===== src/rtl/lasm_cfg.svh =====
`ifndef LASM_CFG_SVH
`define LASM_CFG_SVH

// register offsets
`define LASM_OFS_FLAGS     8'h01
`define LASM_OFS_GATE      8'h03
// reset values
`define LASM_RST_FLAGS     8'h00
`define LASM_RST_GATE      8'h00
`define LASM_RST_RDATA     8'h00
// field positions
`define LASM_TEMP_BIT      7
// implemented bits of flag and gate per mode
`define LASM_VALID_MODE0   8'hFF
`define LASM_VALID_MODE1   8'hFF
`define LASM_VALID_MODE2   8'h8F
`define LASM_VALID_MODE3   8'hBF
// mode codes
`define LASM_MODE0         2'h0
`define LASM_MODE1         2'h1
`define LASM_MODE2         2'h2
`define LASM_MODE3         2'h3

`endif


===== src/rtl/lasm_pkg.sv =====
`default_nettype none
package lasm_pkg;

  typedef enum logic [1:0] {
    LASM_MODE_SINGLE = 2'h0,
    LASM_MODE_SE_ALL = 2'h1,
    LASM_MODE_PAIRS  = 2'h2,
    LASM_MODE_MIXED  = 2'h3
  } lasm_mode_e;

  typedef enum logic [2:0] {
    LASM_ALM_IDLE   = 3'h1,
    LASM_ALM_ACTIVE = 3'h2,
    LASM_ALM_HELD   = 3'h4
  } lasm_alarm_e;

endpackage : lasm_pkg
`default_nettype wire


===== src/rtl/lasm_alarm_ctrl.sv =====
// Behaviour
// - A read-only 8-bit flag register at 01h maps bits 0-6 to inputs 0-6 and bit 7 to temperature in mode 0, and bits 0-7 to inputs 0-7 in mode 1.
// - A voltage channel's flag sets when its reading passes its upper or lower limit.
// - The temperature flag sets only on passing the upper limit.
// - In mode 2 bits 0-3 flag pairs 0/1, 3/2, 4/5, 7/6, bits 4-6 are reserved, bit 7 is temperature.
// - In mode 3 bits 0-3 flag inputs 0-3, bit 4 pair 4/5, bit 5 pair 7/6, bit 6 reserved, bit 7 temperature.
// - A read/write 8-bit gate register at 03h mirrors the flag layout, reserved bits read-only.
// - A gate bit of 1 keeps its flag off the alarm pin while the flag still records.
// - In mode 2 gate bits 0-3 gate the four pairs and gate bit 7 gates temperature.
// - The alarm pin is driven only while the alarm enable bit is 1.
// - The release bit releases the alarm pin without touching the flags and halts the monitoring loop.
// - A disabled channel never raises its flag and reads as zero.
`include "lasm_cfg.svh"
`default_nettype none
module lasm_alarm_ctrl #(
  parameter int NUM_CH = 8
) (
  input  wire logic              clk_sys_i,
  input  wire logic              rst_n_i,
  input  wire logic              clk_en_i,
  input  wire logic              init_i,
  input  wire logic [7:0]        reg_addr_i,
  input  wire logic              reg_wr_i,
  input  wire logic              reg_rd_i,
  input  wire logic [7:0]        reg_wdata_i,
  output logic      [7:0]        reg_rdata_o,
  input  wire logic [1:0]        mode_i,
  input  wire logic [NUM_CH-1:0] chan_disable_i,
  input  wire logic [NUM_CH-1:0] limit_hi_i,
  input  wire logic [NUM_CH-1:0] limit_lo_i,
  input  wire logic              alarm_enable_i,
  input  wire logic              alarm_release_i,
  output logic                   monitor_halt_o,
  output logic                   alarm_n_o,
  output logic                   alarm_oe_n_o
);

  // the bit layouts and reset values are eight bits wide
  if (NUM_CH != 8) begin : g_num_ch_check
    $error("lasm_alarm_ctrl serves exactly eight channels");
  end

  logic [NUM_CH-1:0]    flags_ff;
  logic [NUM_CH-1:0]    gate_ff;
  logic [NUM_CH-1:0]    valid;
  logic [NUM_CH-1:0]    hit;
  logic                 pending;
  logic                 flags_rd;
  lasm_pkg::lasm_alarm_e alm_ff;
  lasm_pkg::lasm_alarm_e nxt_alm;

  lasm_event_qual #(
    .NUM_CH (NUM_CH)
  ) u_qual (
    .mode_i         (mode_i),
    .limit_hi_i     (limit_hi_i),
    .limit_lo_i     (limit_lo_i),
    .chan_disable_i (chan_disable_i),
    .valid_o        (valid),
    .hit_o          (hit)
  );

  assign flags_rd = reg_rd_i && (reg_addr_i == `LASM_OFS_FLAGS);

  // sticky flags, cleared by reading them; a new hit wins over the read clear
  always_ff @(posedge clk_sys_i or negedge rst_n_i) begin
    if (!rst_n_i) begin
      flags_ff <= `LASM_RST_FLAGS;
    end else if (clk_en_i) begin
      if (init_i) begin
        flags_ff <= `LASM_RST_FLAGS;
      end else begin
        flags_ff <= ((flags_rd ? '0 : flags_ff) | hit) & valid & ~chan_disable_i;
      end
    end
  end

  always_ff @(posedge clk_sys_i or negedge rst_n_i) begin
    if (!rst_n_i) begin
      gate_ff <= `LASM_RST_GATE;
    end else if (clk_en_i) begin
      if (init_i) begin
        gate_ff <= `LASM_RST_GATE;
      end else if (reg_wr_i && reg_addr_i == `LASM_OFS_GATE) begin
        gate_ff <= reg_wdata_i & valid;
      end
    end
  end

  // read data, one cycle after the read strobe; unmapped reads give zero
  always_ff @(posedge clk_sys_i or negedge rst_n_i) begin
    if (!rst_n_i) begin
      reg_rdata_o <= `LASM_RST_RDATA;
    end else if (clk_en_i && reg_rd_i) begin
      case (reg_addr_i)
        `LASM_OFS_FLAGS: reg_rdata_o <= flags_ff & valid;
        `LASM_OFS_GATE:  reg_rdata_o <= gate_ff & valid;
        default:         reg_rdata_o <= `LASM_RST_RDATA;
      endcase
    end
  end

  assign pending = |(flags_ff & ~gate_ff & valid);

  always_comb begin
    case (alm_ff)
      lasm_pkg::LASM_ALM_IDLE: begin
        if (alarm_release_i) begin
          nxt_alm = lasm_pkg::LASM_ALM_HELD;
        end else if (alarm_enable_i && pending) begin
          nxt_alm = lasm_pkg::LASM_ALM_ACTIVE;
        end else begin
          nxt_alm = lasm_pkg::LASM_ALM_IDLE;
        end
      end
      lasm_pkg::LASM_ALM_ACTIVE: begin
        if (alarm_release_i) begin
          nxt_alm = lasm_pkg::LASM_ALM_HELD;
        end else if (!alarm_enable_i || !pending) begin
          nxt_alm = lasm_pkg::LASM_ALM_IDLE;
        end else begin
          nxt_alm = lasm_pkg::LASM_ALM_ACTIVE;
        end
      end
      lasm_pkg::LASM_ALM_HELD: begin
        nxt_alm = alarm_release_i ? lasm_pkg::LASM_ALM_HELD : lasm_pkg::LASM_ALM_IDLE;
      end
      default: nxt_alm = lasm_pkg::LASM_ALM_IDLE;
    endcase
  end

  always_ff @(posedge clk_sys_i or negedge rst_n_i) begin
    if (!rst_n_i) begin
      alm_ff <= lasm_pkg::LASM_ALM_IDLE;
    end else if (clk_en_i) begin
      alm_ff <= init_i ? lasm_pkg::LASM_ALM_IDLE : nxt_alm;
    end
  end

  // pin value, registered from the next state
  always_ff @(posedge clk_sys_i or negedge rst_n_i) begin
    if (!rst_n_i) begin
      alarm_n_o <= 1'b1;
    end else if (clk_en_i) begin
      alarm_n_o <= init_i || (nxt_alm != lasm_pkg::LASM_ALM_ACTIVE);
    end
  end

  // open-drain enable, low only while the pin is pulled low
  always_ff @(posedge clk_sys_i or negedge rst_n_i) begin
    if (!rst_n_i) begin
      alarm_oe_n_o <= 1'b1;
    end else if (clk_en_i) begin
      alarm_oe_n_o <= init_i || (nxt_alm != lasm_pkg::LASM_ALM_ACTIVE);
    end
  end

  // loop halt while the release bit holds
  always_ff @(posedge clk_sys_i or negedge rst_n_i) begin
    if (!rst_n_i) begin
      monitor_halt_o <= 1'b0;
    end else if (clk_en_i) begin
      monitor_halt_o <= !init_i && (nxt_alm == lasm_pkg::LASM_ALM_HELD);
    end
  end

endmodule : lasm_alarm_ctrl
`default_nettype wire


===== src/rtl/lasm_event_qual.sv =====
`include "lasm_cfg.svh"
`default_nettype none
module lasm_event_qual #(
  parameter int NUM_CH = 8
) (
  input  wire logic [1:0]        mode_i,
  input  wire logic [NUM_CH-1:0] limit_hi_i,
  input  wire logic [NUM_CH-1:0] limit_lo_i,
  input  wire logic [NUM_CH-1:0] chan_disable_i,
  output logic      [NUM_CH-1:0] valid_o,
  output logic      [NUM_CH-1:0] hit_o
);

  logic [NUM_CH-1:0] lo_ok;

  always_comb begin
    case (mode_i)
      `LASM_MODE0: valid_o = `LASM_VALID_MODE0;
      `LASM_MODE1: valid_o = `LASM_VALID_MODE1;
      `LASM_MODE2: valid_o = `LASM_VALID_MODE2;
      `LASM_MODE3: valid_o = `LASM_VALID_MODE3;
      default:     valid_o = `LASM_VALID_MODE0;
    endcase
  end

  always_comb begin
    lo_ok = limit_lo_i;
    // temperature has no lower alarm except in mode 1 where bit 7 is a voltage input
    if (mode_i != `LASM_MODE1) begin
      lo_ok[`LASM_TEMP_BIT] = 1'b0;
    end
  end

  assign hit_o = (limit_hi_i | lo_ok) & valid_o & ~chan_disable_i;

endmodule : lasm_event_qual
`default_nettype wire


===== config.mk =====
export PLATFORM = sky130hd
export DESIGN_NAME = lasm_alarm_ctrl
export DESIGN_NICKNAME = d
export VERILOG_FILES = /design/src/rtl/lasm_pkg.sv /design/src/rtl/lasm_alarm_ctrl.sv /design/src/rtl/lasm_event_qual.sv
export VERILOG_INCLUDE_DIRS = /design/src /design/src/rtl
export SDC_FILE = /design/constraint.sdc
export NUM_CORES = 1
export LEC_CHECK = 0
export CORE_MARGIN = 2
export CORE_UTILIZATION = 40
export DETAILED_ROUTE_END_ITERATION = 16
export DONT_BUFFER_PORTS = 1
export GPL_TIMING_DRIVEN = 0
export SLEW_MARGIN = 0
export SYNTH_ARGS = -nofsm -noshare
export SYNTH_HDL_FRONTEND = slang
export SYNTH_SLANG_ARGS = --single-unit

===== constraint.sdc =====
create_clock -name clk_sys_i -period 1.47 [get_ports clk_sys_i]
set_input_delay 0.0735 -clock clk_sys_i [delete_from_list [all_inputs] [get_ports clk_sys_i]]
set_output_delay 0.0735 -clock clk_sys_i [all_outputs]
set_load 0.02 [all_outputs]

==> results, run 1 <==
- The flow ran to the end, and the final reports show no timing, DRC or antenna violations.
- The number of diodes is 0.
- Cell internal power was estimated by the tool at 0.00119 W.
- The number of rows created at floorplan is 21.
- Detailed routing inserted a total of 1286 vias.
- The core region is 3420 sq um.
- Counting the buffers created by CTS gives 5.
- The switching part of the total is 0.271.
- The wire length after detailed routing is between 3 and 4 mm.
- The hold violation total from the final report came to 0.
- The arrival time of data at the critical path endpoint is 1.62 ns.
- TritonCTS built the clock tree.
- After synthesis, the netlist uses 39 different library cells.
- The starting utilization of the core area is 0.426.
- The combinational group share of total power is 0.153.
- The detailed-router iteration count before antenna repair is 4.
- The worst-case IR drop observed on VDD is between 0.5 and 0.6 mV.
- STA classifies the critical path endpoint as a register.
- The critical path is of the reg -> reg type.
- From bottom edge to top edge, the die measures approximately 64 um.
- The final setup violation count is 0.
- Leaving out fill and tap cells, the most frequent cell in the layout is sky130_fd_sc_hd__dfrtp_1.
- In the final layout, the share of cells above drive strength 1 is 0.118.
- Setup repair after global routing left no endpoint under its margin.
- The post-synthesis sequential area ratio is 0.500.
- The detailed router finished its first iteration with 69 violations.
- The number of max-capacitance violations reported is 0.
- Of the total power, the clock network draws 0.303.
- The die span in x is 64.3 um.
- The layout filler cell count is 330.
- The setup clock skew after layout is between 0.007 and 0.008 ns.
- The number of global-route vias before repair is 1309.
- Detailed placement ended at an HPWL of 2.73 mm.
- Derived from the worst setup path, the maximum achievable clock frequency is 737 MHz.
- The wire length of the first global-routing pass is 6.35 mm.
- The headroom to the max-slew limit is 0.661.
- The clock reaches the later pin of the worst-skew pair after 0.33 ns.
- The post-route setup TNS is 0 ns.
- The combined area of all synthesized cells is about 1500 sq um.
- Clock tree synthesis found a total of 29 sinks.
- The share of async-settable or async-resettable flops after synthesis is 1.00.
- The congestion estimate from routability-driven global placement came to ~0.77.
- The full die area is 4140 sq um.
- Summing all flip-flop and latch instances after layout gives about 730 sq um.
- Once placement completed, the tool counted placed cells totaling roughly 190.
- For this run, the number of standard cells in the final layout without fillers is 215.
- Counting I/O delays and the setup requirement, the final critical path takes 1.36 ns.
- The leakage power total is 0.751 nW.
- The transition at the pin with the smallest max-transition slack is between 0.5 and 0.6 ns.
- The top-level I/O count is 61.
- The level count of the clock H-tree is 2.
- For this run the aggregate overflow at the end of global routing stands at 0.
- In the routed design, unresolved DRC markers number 0.
- The post-synthesis net count is 190.
- The worst setup path is launched from a register.
- The number of antenna violations at the first check in global routing is 0.
- The total power divided by cell area is 902 nW/um^2.
- The number of port buffers is 0.
- The worst hold-check path type is in -> reg.
- Once detail routing completed, the nets flagged for antenna violations numbered 0.
- Data on the critical path is required at its endpoint by 1.73 ns.
- The cell type with the highest aggregate area in the netlist is sky130_fd_sc_hd__dfrtp_1.
- The wire length per cell is 18.5 um.
- The cell count after synthesis is 140.
- The global router's overall resource usage is 0.209.
- After detailed routing, the number of vias per cell comes to 5.98.
- The number of synthesized flops with an enable pin is 0.
- Yosys attributes the largest share of cell area to sky130_fd_sc_hd__dfrtp_1, sky130_fd_sc_hd__mux2i_1, sky130_fd_sc_hd__o21ai_0.
- After synthesis, the mean cell area works out to 10.4 sq um.
- The post-synthesis sequential element count is 29.
- From synthesis to final layout, the design area changed by 24.7%.
- Of the post-synthesis cell area, the dominant cell type holds 0.464.
- The synthesis warning total is 0.
- The cell at the root of the clock tree is sky130_fd_sc_hd__clkbuf_4.
- The multi-input combinational cell area is around 660 sq um.
- The number of buffers on the longest clock path is 2.
- The count of final max-slew check failures was 0.
- The final worst hold slack is 0.0250 ns.
- The library cells used most frequently in the layout, excluding fill and tap cells, are sky130_fd_sc_hd__dfrtp_1, sky130_fd_sc_hd__dlygate4sd3_1, sky130_fd_sc_hd__inv_1, sky130_fd_sc_hd__o21ai_0, sky130_fd_sc_hd__nand2_1.
- The leading register cell type out of synthesis is sky130_fd_sc_hd__dfrtp_1.
- Summing internal, switching and leakage power gives 0.00164 W.
- The final clock period utilization by the worst path is 0.923.
- Of all nets on the critical path, the largest fanout is 4.
- Clock-pin slew was measured on the worst setup and hold paths at ~0.090 ns.
- For this run, the post-layout net count is roughly 220.
- The net switching power is approximately 0.00044 W.
- The portion of total power attributed to sequential cells is 0.543.
- The pin count of the biggest net entering global routing is 30.
-- Yosys cell counts, types with 2 or more instances --
library cell and instances:
sky130_fd_sc_hd__dfrtp_1 27, sky130_fd_sc_hd__inv_1 13, sky130_fd_sc_hd__o21ai_0 13, sky130_fd_sc_hd__nand2_1 11, sky130_fd_sc_hd__mux2i_1 9, sky130_fd_sc_hd__a21oi_1 5, sky130_fd_sc_hd__a22o_1 5, sky130_fd_sc_hd__nand2b_1 5
sky130_fd_sc_hd__o32ai_1 5, sky130_fd_sc_hd__nor3_1 4, sky130_fd_sc_hd__o21a_1 4, sky130_fd_sc_hd__o31ai_1 4, sky130_fd_sc_hd__a21boi_0 3, sky130_fd_sc_hd__a32o_1 2, sky130_fd_sc_hd__buf_4 2, sky130_fd_sc_hd__dfstp_2 2
sky130_fd_sc_hd__nor2_1 2, sky130_fd_sc_hd__o221ai_1 2, sky130_fd_sc_hd__o22ai_1 2
-- per-stage QoR --
step	worst slack, ns	area (sq um)	utilization
floorplan	0.205	1460	-
finish	0.113	1810	0.531
detailed placement	0.0754	1510	0.443
CTS	0.0769	1800	0.526
global route	0.00432	1810	0.531
global placement	0.0682	1510	0.443
-- critical path: stages (launching register included) --
cell and delay [ns]:
sky130_fd_sc_hd__dfrtp_1 0.41, sky130_fd_sc_hd__or3b_2 0.45, sky130_fd_sc_hd__o221ai_1 0.11, sky130_fd_sc_hd__o31ai_2 0.12
sky130_fd_sc_hd__o22a_1 0.19
-- power groups by stage --
stage | logic, W | registers, W | clock network (W)
floorplan | 0.000141 | 0.000894 | 0
finish | 0.000251 | 0.000889 | 0.000496
global placement | 0.000169 | 0.000902 | 0
CTS | 0.000243 | 0.000888 | 0.000502
detailed placement | 0.000173 | 0.000904 | 0
global route | 0.000278 | 0.000896 | 0.000533
-- registers in the layout, indices dropped and copies added, names as in the netlist --
name	flops
alarm_oe_n_o	1
gate_ff	8
alm_ff	3
flags_ff	8
monitor_halt_o	1
reg_rdata_o	8
-- logic make-up (layout without fill, tap and decap cells) --
kind of cell | Yosys count | after routing | synth area share
AO/OA/AOI/OAI | 51 | 51 | 0.248
AND/OR/NAND/NOR | 31 | 31 | 0.128
flip-flops | 29 | 29 | 0.500
buffers and inverters | 19 | 48 | 0.0559
multiplexers | 9 | 9 | 0.0619
XOR/XNOR | 1 | 1 | 0.00602
-- layer usage --
metal,track usage,vias up,share of wire,routed length (um)
li1,-,573,-,-
met1,0.249,641,0.41,1620
met2,0.357,64,0.50,2000
met3,0.0581,8,0.073,292
met4,0.0824,0,0.017,68
met5,0,-,0,0
-- final cells by class --
cell class	count	area share
timing repair buffer	22	0.127
inverter	13	0.0269
clock buffer	7	0.0303
buffer	6	0.0179
sequential	29	0.401
tap	46	0.0317
multi-input combinational	92	0.365
-- path summary, 6_finish.rpt --
check / from / end / slack (ns) / depth (start not counted)
min: mode_i[1] / gate_ff[5]$_DFFE_PN0P_ / 0.02 / 2
max reg2reg: gate_ff[6]$_DFFE_PN0P_ / alarm_oe_n_o$_DFFE_PN1P_ / 0.11 / 4
max: gate_ff[6]$_DFFE_PN0P_ / alarm_oe_n_o$_DFFE_PN1P_ / 0.11 / 4
max in group asynchronous: rst_n_i / alm_ff[0]$_DFFE_PN1P_ / 1.04 / 2
min in group asynchronous: rst_n_i / reg_rdata_o[6]$_DFFE_PN0P_ / 0.18 / 2
min reg2reg: gate_ff[5]$_DFFE_PN0P_ / gate_ff[5]$_DFFE_PN0P_ / 0.53 / 1
-- timing repair --
item,CTS,global route
resized for setup,0,3
setup buffers,0,0
setup endpoints to repair,0,1
hold buffers,22,0
hold endpoints to repair,49,0
Power figures use the tool's default switching activity.
==> run 2: changes to the inputs <==
- REMOVE_ABC_BUFFERS: default -> 1
==> run 2 against run 1 <==
Sequential power is 0.6% higher. Clock skew is 0.0053 ns higher. Count of clock-buffer cells in the layout stayed put. Largest power group unchanged. Via count is 5.1% lower. Clock power hardly changed. Highest routed layer unchanged. Register-to-register slack better by 0.03 ns. Critical path depth is 1 higher. Non-clock buffer count is 3 lower.
==> results, run 2 (same netlist as run 1, synthesis figures left out) <==
- The flow ran to the end, and the final reports show no timing, DRC or antenna violations.
- In the final layout, the share of cells above drive strength 1 is 0.0964.
- The path type of the worst setup path is in -> reg.
- The detailed-router iteration count before antenna repair is 5.
- The final-stage net count is approximately 220.
- The number of vias per cell after detailed routing is 5.75.
- The slowest stage of the critical path belongs to the cell sky130_fd_sc_hd__dlygate4sd3_1.
- Clock tree synthesis inserted a total of 5 buffers.
- Leaving out fill and tap cells, the most frequent cell in the layout is sky130_fd_sc_hd__dfrtp_1.
- After legalization and detailed placement, the total HPWL measured 2.67 mm.
- Across the run, the number of max-cap violations was 0.
- The critical path goes through dlygate4sd3_1 -> nor3_2 -> o21ai_0 -> dlygate4sd3_1 -> o21ai_0.
- Based on the critical path, the design can be clocked at up to about 730 MHz.
- The area growth from synthesis to layout is 24.5%.
- The beginning of the critical path is mode_i[1].
- The total area inside the core boundary comes to 3420 sq um.
- The analysis attributes to cell leakage a power of 0.744 nW.
- STA classifies the critical path endpoint as a register.
- The count of routing violations after the opening detailed-route iteration is 75.
- The worst hold-check path type is in -> reg.
- Once layout is complete, the utilization of the core stands at 0.530.
- The number of global-route vias before repair is 1329.
- The register-to-register setup slack is 0.14 ns.
- 0 antenna diodes ended up in the layout.
- The count of buffering cells on the critical path with inverters included is 2.
- The largest stage delay on the critical path is 0.60 ns.
- The vertical die dimension is ~64 um.
- The clock period could shrink to 1.36 ns.
- TritonCTS built the clock tree.
- The setup clock skew after layout is 0.0132 ns.
- Of the available clock period, the critical path in the final layout requires 0.926.
- The starting utilization of the core area is 0.426.
- The number of cells in the finished layout apart from fillers is 212.
- The clock-pin transition on the worst setup and hold timing paths is 0.09 ns.
- The die covers a little over 4000 sq um.
- In this run the power density over the cells is 898 nW/um^2.
- The final worst hold slack is 0.00748 ns.
- The hold violation total from the final report is 0.
- The wire length after detailed routing is 3.97 mm.
- In the routed design, unresolved DRC markers number 0.
- The headroom to the max-slew limit is 0.699.
- For the worst setup path, the data required time is 1.71 ns.
- No sink is reached through more buffers than the 2 on the longest clock path.
- In this run the critical register-to-register path is captured at alarm_oe_n_o$_DFFE_PN1P_.
- Along the worst path, the maximum fanout reaches 6.
- For this run the aggregate overflow at the end of global routing stands at 0.
- The post-CTS setup buffer count is 0.
- The worst hold path passes through 2 cells.
- The last weighted congestion value of the routability-driven placer is 0.764.
- From left edge to right edge, the die measures 64.3 um.
- The post-route antenna net violation count is 0.
- The worst-case IR drop observed on VDD is 0.538 mV.
- The critical path runs through a total of 5 cells.
- Entering global routing, the biggest net connects 30 pins.
- STA puts the critical path data arrival time at between 1.5 and 2 ns.
- Adding up every negative setup slack in the final design gives 0 ns.
- The transition at the pin with the smallest max-transition slack is 0.451 ns.
- The top-level I/O count is between 60 and 70.
- The count of final max-slew check failures is 0.
- The number of clock sinks is 29.
- Setup violations remaining at the end of the flow were counted as 0.
- For the worst-skew pair, the clock arrives at the later sink with an insertion delay of roughly 0.33 ns.
- The first global-routing pass estimated 6.47 mm of wire.
- CTS placed an instance of sky130_fd_sc_hd__clkbuf_4 at the clock tree root.
- The number of rows created at floorplan is 21.
- In this run the critical register-to-register path is launched from gate_ff[6]$_DFFE_PN0P_.
- In the global route stage, overall resource usage came out at 0.211.
- The cell count after placement is 180.
- CTS built an H-tree with a depth of 2.
- Detailed routing inserted a total of between 1000 and 1500 vias.
- The largest registers in the layout are flags_ff (8), gate_ff (8), reg_rdata_o (8).
- Measured in cells, the most critical reg-to-reg path has a length of 4.
- In the layout the commonest cells are sky130_fd_sc_hd__dfrtp_1, sky130_fd_sc_hd__dlygate4sd3_1, sky130_fd_sc_hd__inv_1, sky130_fd_sc_hd__o21ai_0, sky130_fd_sc_hd__nand2_1.
- The kind of cell adding the most delay to the critical path is buffers and inverters.
- The wire length per cell is 18.7 um.
- The number of antenna violations at the first check in global routing came to 0.
- The startpoint class of the critical path is an input port.
- Setup repair after global routing left no endpoint under its margin.
- In this run the tool buffered the top-level ports with 0 buffer cells.
- The end point of the critical path is flags_ff[6]$_DFFE_PN0P_.
run 2: cell types whose count changed in the layout (fill, tap and decap cells not counted):
cell	delta
sky130_fd_sc_hd__clkbuf_2	-1
sky130_fd_sc_hd__clkbuf_1	-1
sky130_fd_sc_hd__buf_4	-2
sky130_fd_sc_hd__dlygate4sd3_1	+3
sky130_fd_sc_hd__buf_2	-1
sky130_fd_sc_hd__buf_1	-1
run 2: cell type report:
type	instances	area [sq um]
flip-flops and latches	29	728
well taps	46	57.6
fillers	312	1600
repair buffers	25	260
multi-input cells	92	662
clock buffers	7	55.1
inverters	13	48.8
run 2: repair_timing:
| action | CTS | global route |
|---|---|---|
| hold buffers | 25 | 0 |
| endpoints found under the setup margin | 0 | 4 |
| endpoints found under the hold margin | 58 | 0 |
| gates resized for setup | 0 | 3 |
run 2: how the worst min path moves through the flow:
stage	startpoint	end	slack (ns)
final	mode_i[1]	gate_ff[4]$_DFFE_PN0P_	0.007
after global routing	clk_en_i	flags_ff[7]$_DFFE_PN0P_	0.02
after CTS	mode_i[1]	gate_ff[4]$_DFFE_PN0P_	0.004
after detailed placement	rst_n_i	reg_rdata_o[4]$_DFFE_PN0P_	-0.22
after global placement	rst_n_i	reg_rdata_o[5]$_DFFE_PN0P_	-0.22
after floorplan	rst_n_i	alm_ff[1]$_DFFE_PN0P_	-0.22
run 2: worst reg2reg max path, delay by kind of cell, from the launching register on:
| kind | cells | cell delay [ns] |
|---|---|---|
| AND/OR/NAND/NOR | 1 | 0.45 |
| flip-flops | 1 | 0.41 |
| AO/OA/AOI/OAI | 3 | 0.40 |
run 2: metrics by stage:
stage               setup slack [ns]  instance area [sq um]  total power (W)
floorplan                      0.205                   1420          0.00102
global placement               0.116                   1480          0.00105
detailed placement            0.0262                   1480          0.00106
CTS                           0.0856                   1800          0.00163
global route                  0.0153                   1810          0.00172
finish                         0.109                   1810          0.00163
run 2: report_power, final:
group | switching (W) | internal [W] | total, W
logic | 0.000118 | 0.000123 | 0.000241
clock network | 0.000268 | 0.000225 | 0.000493
registers | 0.0000485 | 0.000845 | 0.000894
run 2: per-layer routing:
metal,vias to the layer above,track usage,share of wire
li1,570,-,-
met1,583,0.259,0.43
met2,58,0.336,0.47
met3,9,0.0757,0.075
met4,0,0.0878,0.023
met5,-,0,0
==> run 3: changes to the inputs <==
- clock period: 1.47 -> 1.8 ns (I/O delays scaled with it)
==> run 3 against run 2 <==
First-iteration DRC count is 25% lower. Die area is the same. Count of clock-buffer cells in the layout did not move. Global-route usage fell by 0.075 points. Power is 19% lower. Sequential share of layout area grew 0.36 points. Wire length fell by 1.2%. Clock skew is 0.0011 ns lower. Highest routed layer unchanged. Sequential cell count did not move.
==> results, run 3 (same netlist as run 1, synthesis figures left out) <==
- The number of port buffers is 0.
- The initial utilization of the core area, before any placement, comes to 0.426.
- The global router's overall resource usage is 0.210.
- The path type of the worst setup path is in -> reg.
- In this run the vertical extent of the chip is 64.3 um.
- The maximum ir drop on the vdd rail is 0.436 mV.
- In the final timing run, aggregate negative setup slack is 0 ns.
- The total number of vias is ~1200.
- The critical register-to-register path startpoint is flags_ff[0]$_DFFE_PN0P_.
- The top cell types in the final layout, fill and taps aside, are sky130_fd_sc_hd__dfrtp_1, sky130_fd_sc_hd__dlygate4sd3_1, sky130_fd_sc_hd__inv_1, sky130_fd_sc_hd__o21ai_0, sky130_fd_sc_hd__nand2_1.
- The number of rows created at floorplan is 21.
- The count of buffering cells on the critical path with inverters included is 1.
- The total power divided by cell area is 735 nW/um^2.
- The worst pin sits at a relative slew slack of 0.710.
- In this run the worst path has a maximum fanout of 8.
- Post-CTS timing repair inserted 0 buffers for setup.
- The die span in x is 64.3 um.
- The critical path goes through nor3b_1 -> nand4b_1 -> a22oi_1 -> o32ai_1 -> dlygate4sd3_1.
- For the final database, setup skew stands at 0.0121 ns.
- The floorplan step defined a die boundary enclosing 4140 sq um.
- The hold path startpoint is reg_addr_i[1].
- The fmax is 611 MHz.
- The worst hold path was traced through 2 stages.
- For the worst setup path, the data required time is around 2 ns.
- The area growth from synthesis to layout is 23.4%.
- For this design the top-level I/O count stands at 61.
- The region available for standard cell placement spans 3420 sq um.
- The number of clock sinks is 29.
- The count of instances resized after the clock tree is built is 0.
- The TritonCTS clock tree is done.
- After detailed routing, the number of vias per cell comes to about 5.8.
- In this run, the number of DRC markers left after iteration 0 of detailed routing was 56.
- The wire length per cell is 18.5 um.
- For the worst setup path, the data arrival time is 1.86 ns.
- The number of antenna violations at the first check in global routing is 0.
- TritonCTS created 5 clock buffers.
- The kind of cell with the highest combined delay along the critical path is simple AND/OR/NAND/NOR gates.
- In the final layout, the registers with the most flip-flops are flags_ff (8), gate_ff (8), reg_rdata_o (8).
- The final-stage net count is 216.
- For this block, the routed nets add up to 3.92 mm of wire.
- The number of global-route vias before repair is 1332.
- The overflow left after global routing is 0.
- Summed over all cells, the static leakage comes to ~0.74 nW.
- The count of final max-slew check failures is 0.
- In this design, the stage delay of the slowest critical-path cell is slightly below 0.6 ns.
- The most common cell after layout, fill and taps aside is sky130_fd_sc_hd__dfrtp_1.
- The number of max-capacitance violations reported is 0.
- The tree is rooted in a sky130_fd_sc_hd__clkbuf_4.
- The path class of the tightest hold or removal check is in -> reg.
- The flow ran to the end, and the final reports show no timing, DRC or antenna violations.
- The clock reaches the later pin of the worst-skew pair after 0.33 ns.
- The first global-routing pass estimated 6.44 mm of wire.
- The detailed placer's ending HPWL is 2.67 mm.
- The hold violation total from the final report is 0.
- The register-to-register setup slack is 0.42 ns.
- The clock-pin transition on the worst setup and hold timing paths is 0.09 ns.
- 0 antenna diodes ended up in the layout.
- The final clock period utilization by the worst path is 0.910.
- The transition at the pin with the smallest max-transition slack is 0.432 ns.
- The startpoint class of the critical path is an input port.
- The clock passes through at most 2 buffers.
- The pin count of the biggest net entering global routing is 30.
- Setup repair after global routing left no endpoint under its margin.
- Of the cells placed in the final design, the portion with a size suffix greater than 1 is 0.0783.
- The length in cells of the worst reg-to-reg path is 4.
- The post-route minimum period is 1.64 ns.
- The worst setup path is captured at a register.
- Setup violations remaining at the end of the flow were counted as 0.
- The count of nets left with antenna violations once routing finished came out at 0.
- The last weighted congestion value of the routability-driven placer is 0.764.
- The slowest stage of the critical path is the sky130_fd_sc_hd__dlygate4sd3_1 cell.
- Hold timing on the final database bottoms out at a slack of 0.0190 ns.
- In this run the critical register-to-register path is captured at alm_ff[1]$_DFFE_PN0P_.
- Before antenna repair, the detailed router went through 4 iterations.
- After detailed routing, the number of remaining DRC violations is 0.
- The path with the worst hold slack has its endpoint at reg_rdata_o[4]$_DFFE_PN0P_.
- The clock tree synthesis step divided the H-tree into 2 levels.
==> run 3: cell counts in the layout (fill, tap and decap cells not counted) <==
No cell type changed its count.
==> run 3: layout make-up <==
type | count | area, sq um
Fill cell | 315 | 1620
Sequential cell | 29 | 728
Multi-Input combinational cell | 92 | 646
Timing Repair Buffer | 25 | 260
Tap cell | 46 | 57.6
Clock buffer | 7 | 55.1
Inverter | 13 | 48.8
==> run 3: per-layer routing <==
metal / share of wire / routed length [um] / global-route usage
met1: 0.42 / 1630 / 0.256
met2: 0.48 / 1860 / 0.339
met3: 0.083 / 327 / 0.0739
met4: 0.024 / 96 / 0.0851
met5: 0 / 0 / 0
==> run 3: worst reg2reg max path: cells and delay by family (launching register included) <==
kind                   cells  cell delay, ns
flip-flops                 1            0.42
buffers and inverters      1            0.10
AO/OA/AOI/OAI              3            0.73
==> run 3: how the worst max path moves through the flow <==
stage                                from                        to  slack, ns  cells past startpoint
floorplan           alm_ff[0]$_DFFE_PN1P_  alarm_oe_n_o$_DFFE_PN1P_       0.53                      4
global placement            reg_addr_i[3]   flags_ff[7]$_DFFE_PN0P_       0.44                      4
detailed placement          reg_addr_i[3]   flags_ff[5]$_DFFE_PN0P_       0.34                      4
CTS                         reg_addr_i[3]   flags_ff[7]$_DFFE_PN0P_       0.15                      5
global route                reg_addr_i[3]   flags_ff[7]$_DFFE_PN0P_       0.07                      5
finish                      reg_addr_i[3]   flags_ff[7]$_DFFE_PN0P_       0.16                      5
==> run 3: repair_timing <==
item / CTS / global route
hold buffers: 25 / 0
endpoints found under the setup margin: 0 / 0
hold endpoints to repair: 56 / 0
==> run 3: report_power, final <==
group	total [W]	switching, W	internal, W
Sequential	0.000729	0.0000387	0.000690
Combinational	0.000190	0.0000906	0.0000999
Clock	0.000401	0.000217	0.000184
==> run 3: per-stage QoR <==
step | cells | utilization | worst slack (ns) | cell area [sq um] | power, W
after global placement | 180 | 0.433 | 0.440 | 1480 | 0.000855
after global routing | 212 | 0.526 | 0.0701 | 1800 | 0.00140
after detailed placement | 180 | 0.433 | 0.340 | 1480 | 0.000863
after CTS | 212 | 0.526 | 0.151 | 1800 | 0.00133
final | 212 | 0.526 | 0.162 | 1800 | 0.00132
after floorplan | 134 | - | 0.535 | 1420 | 0.000832
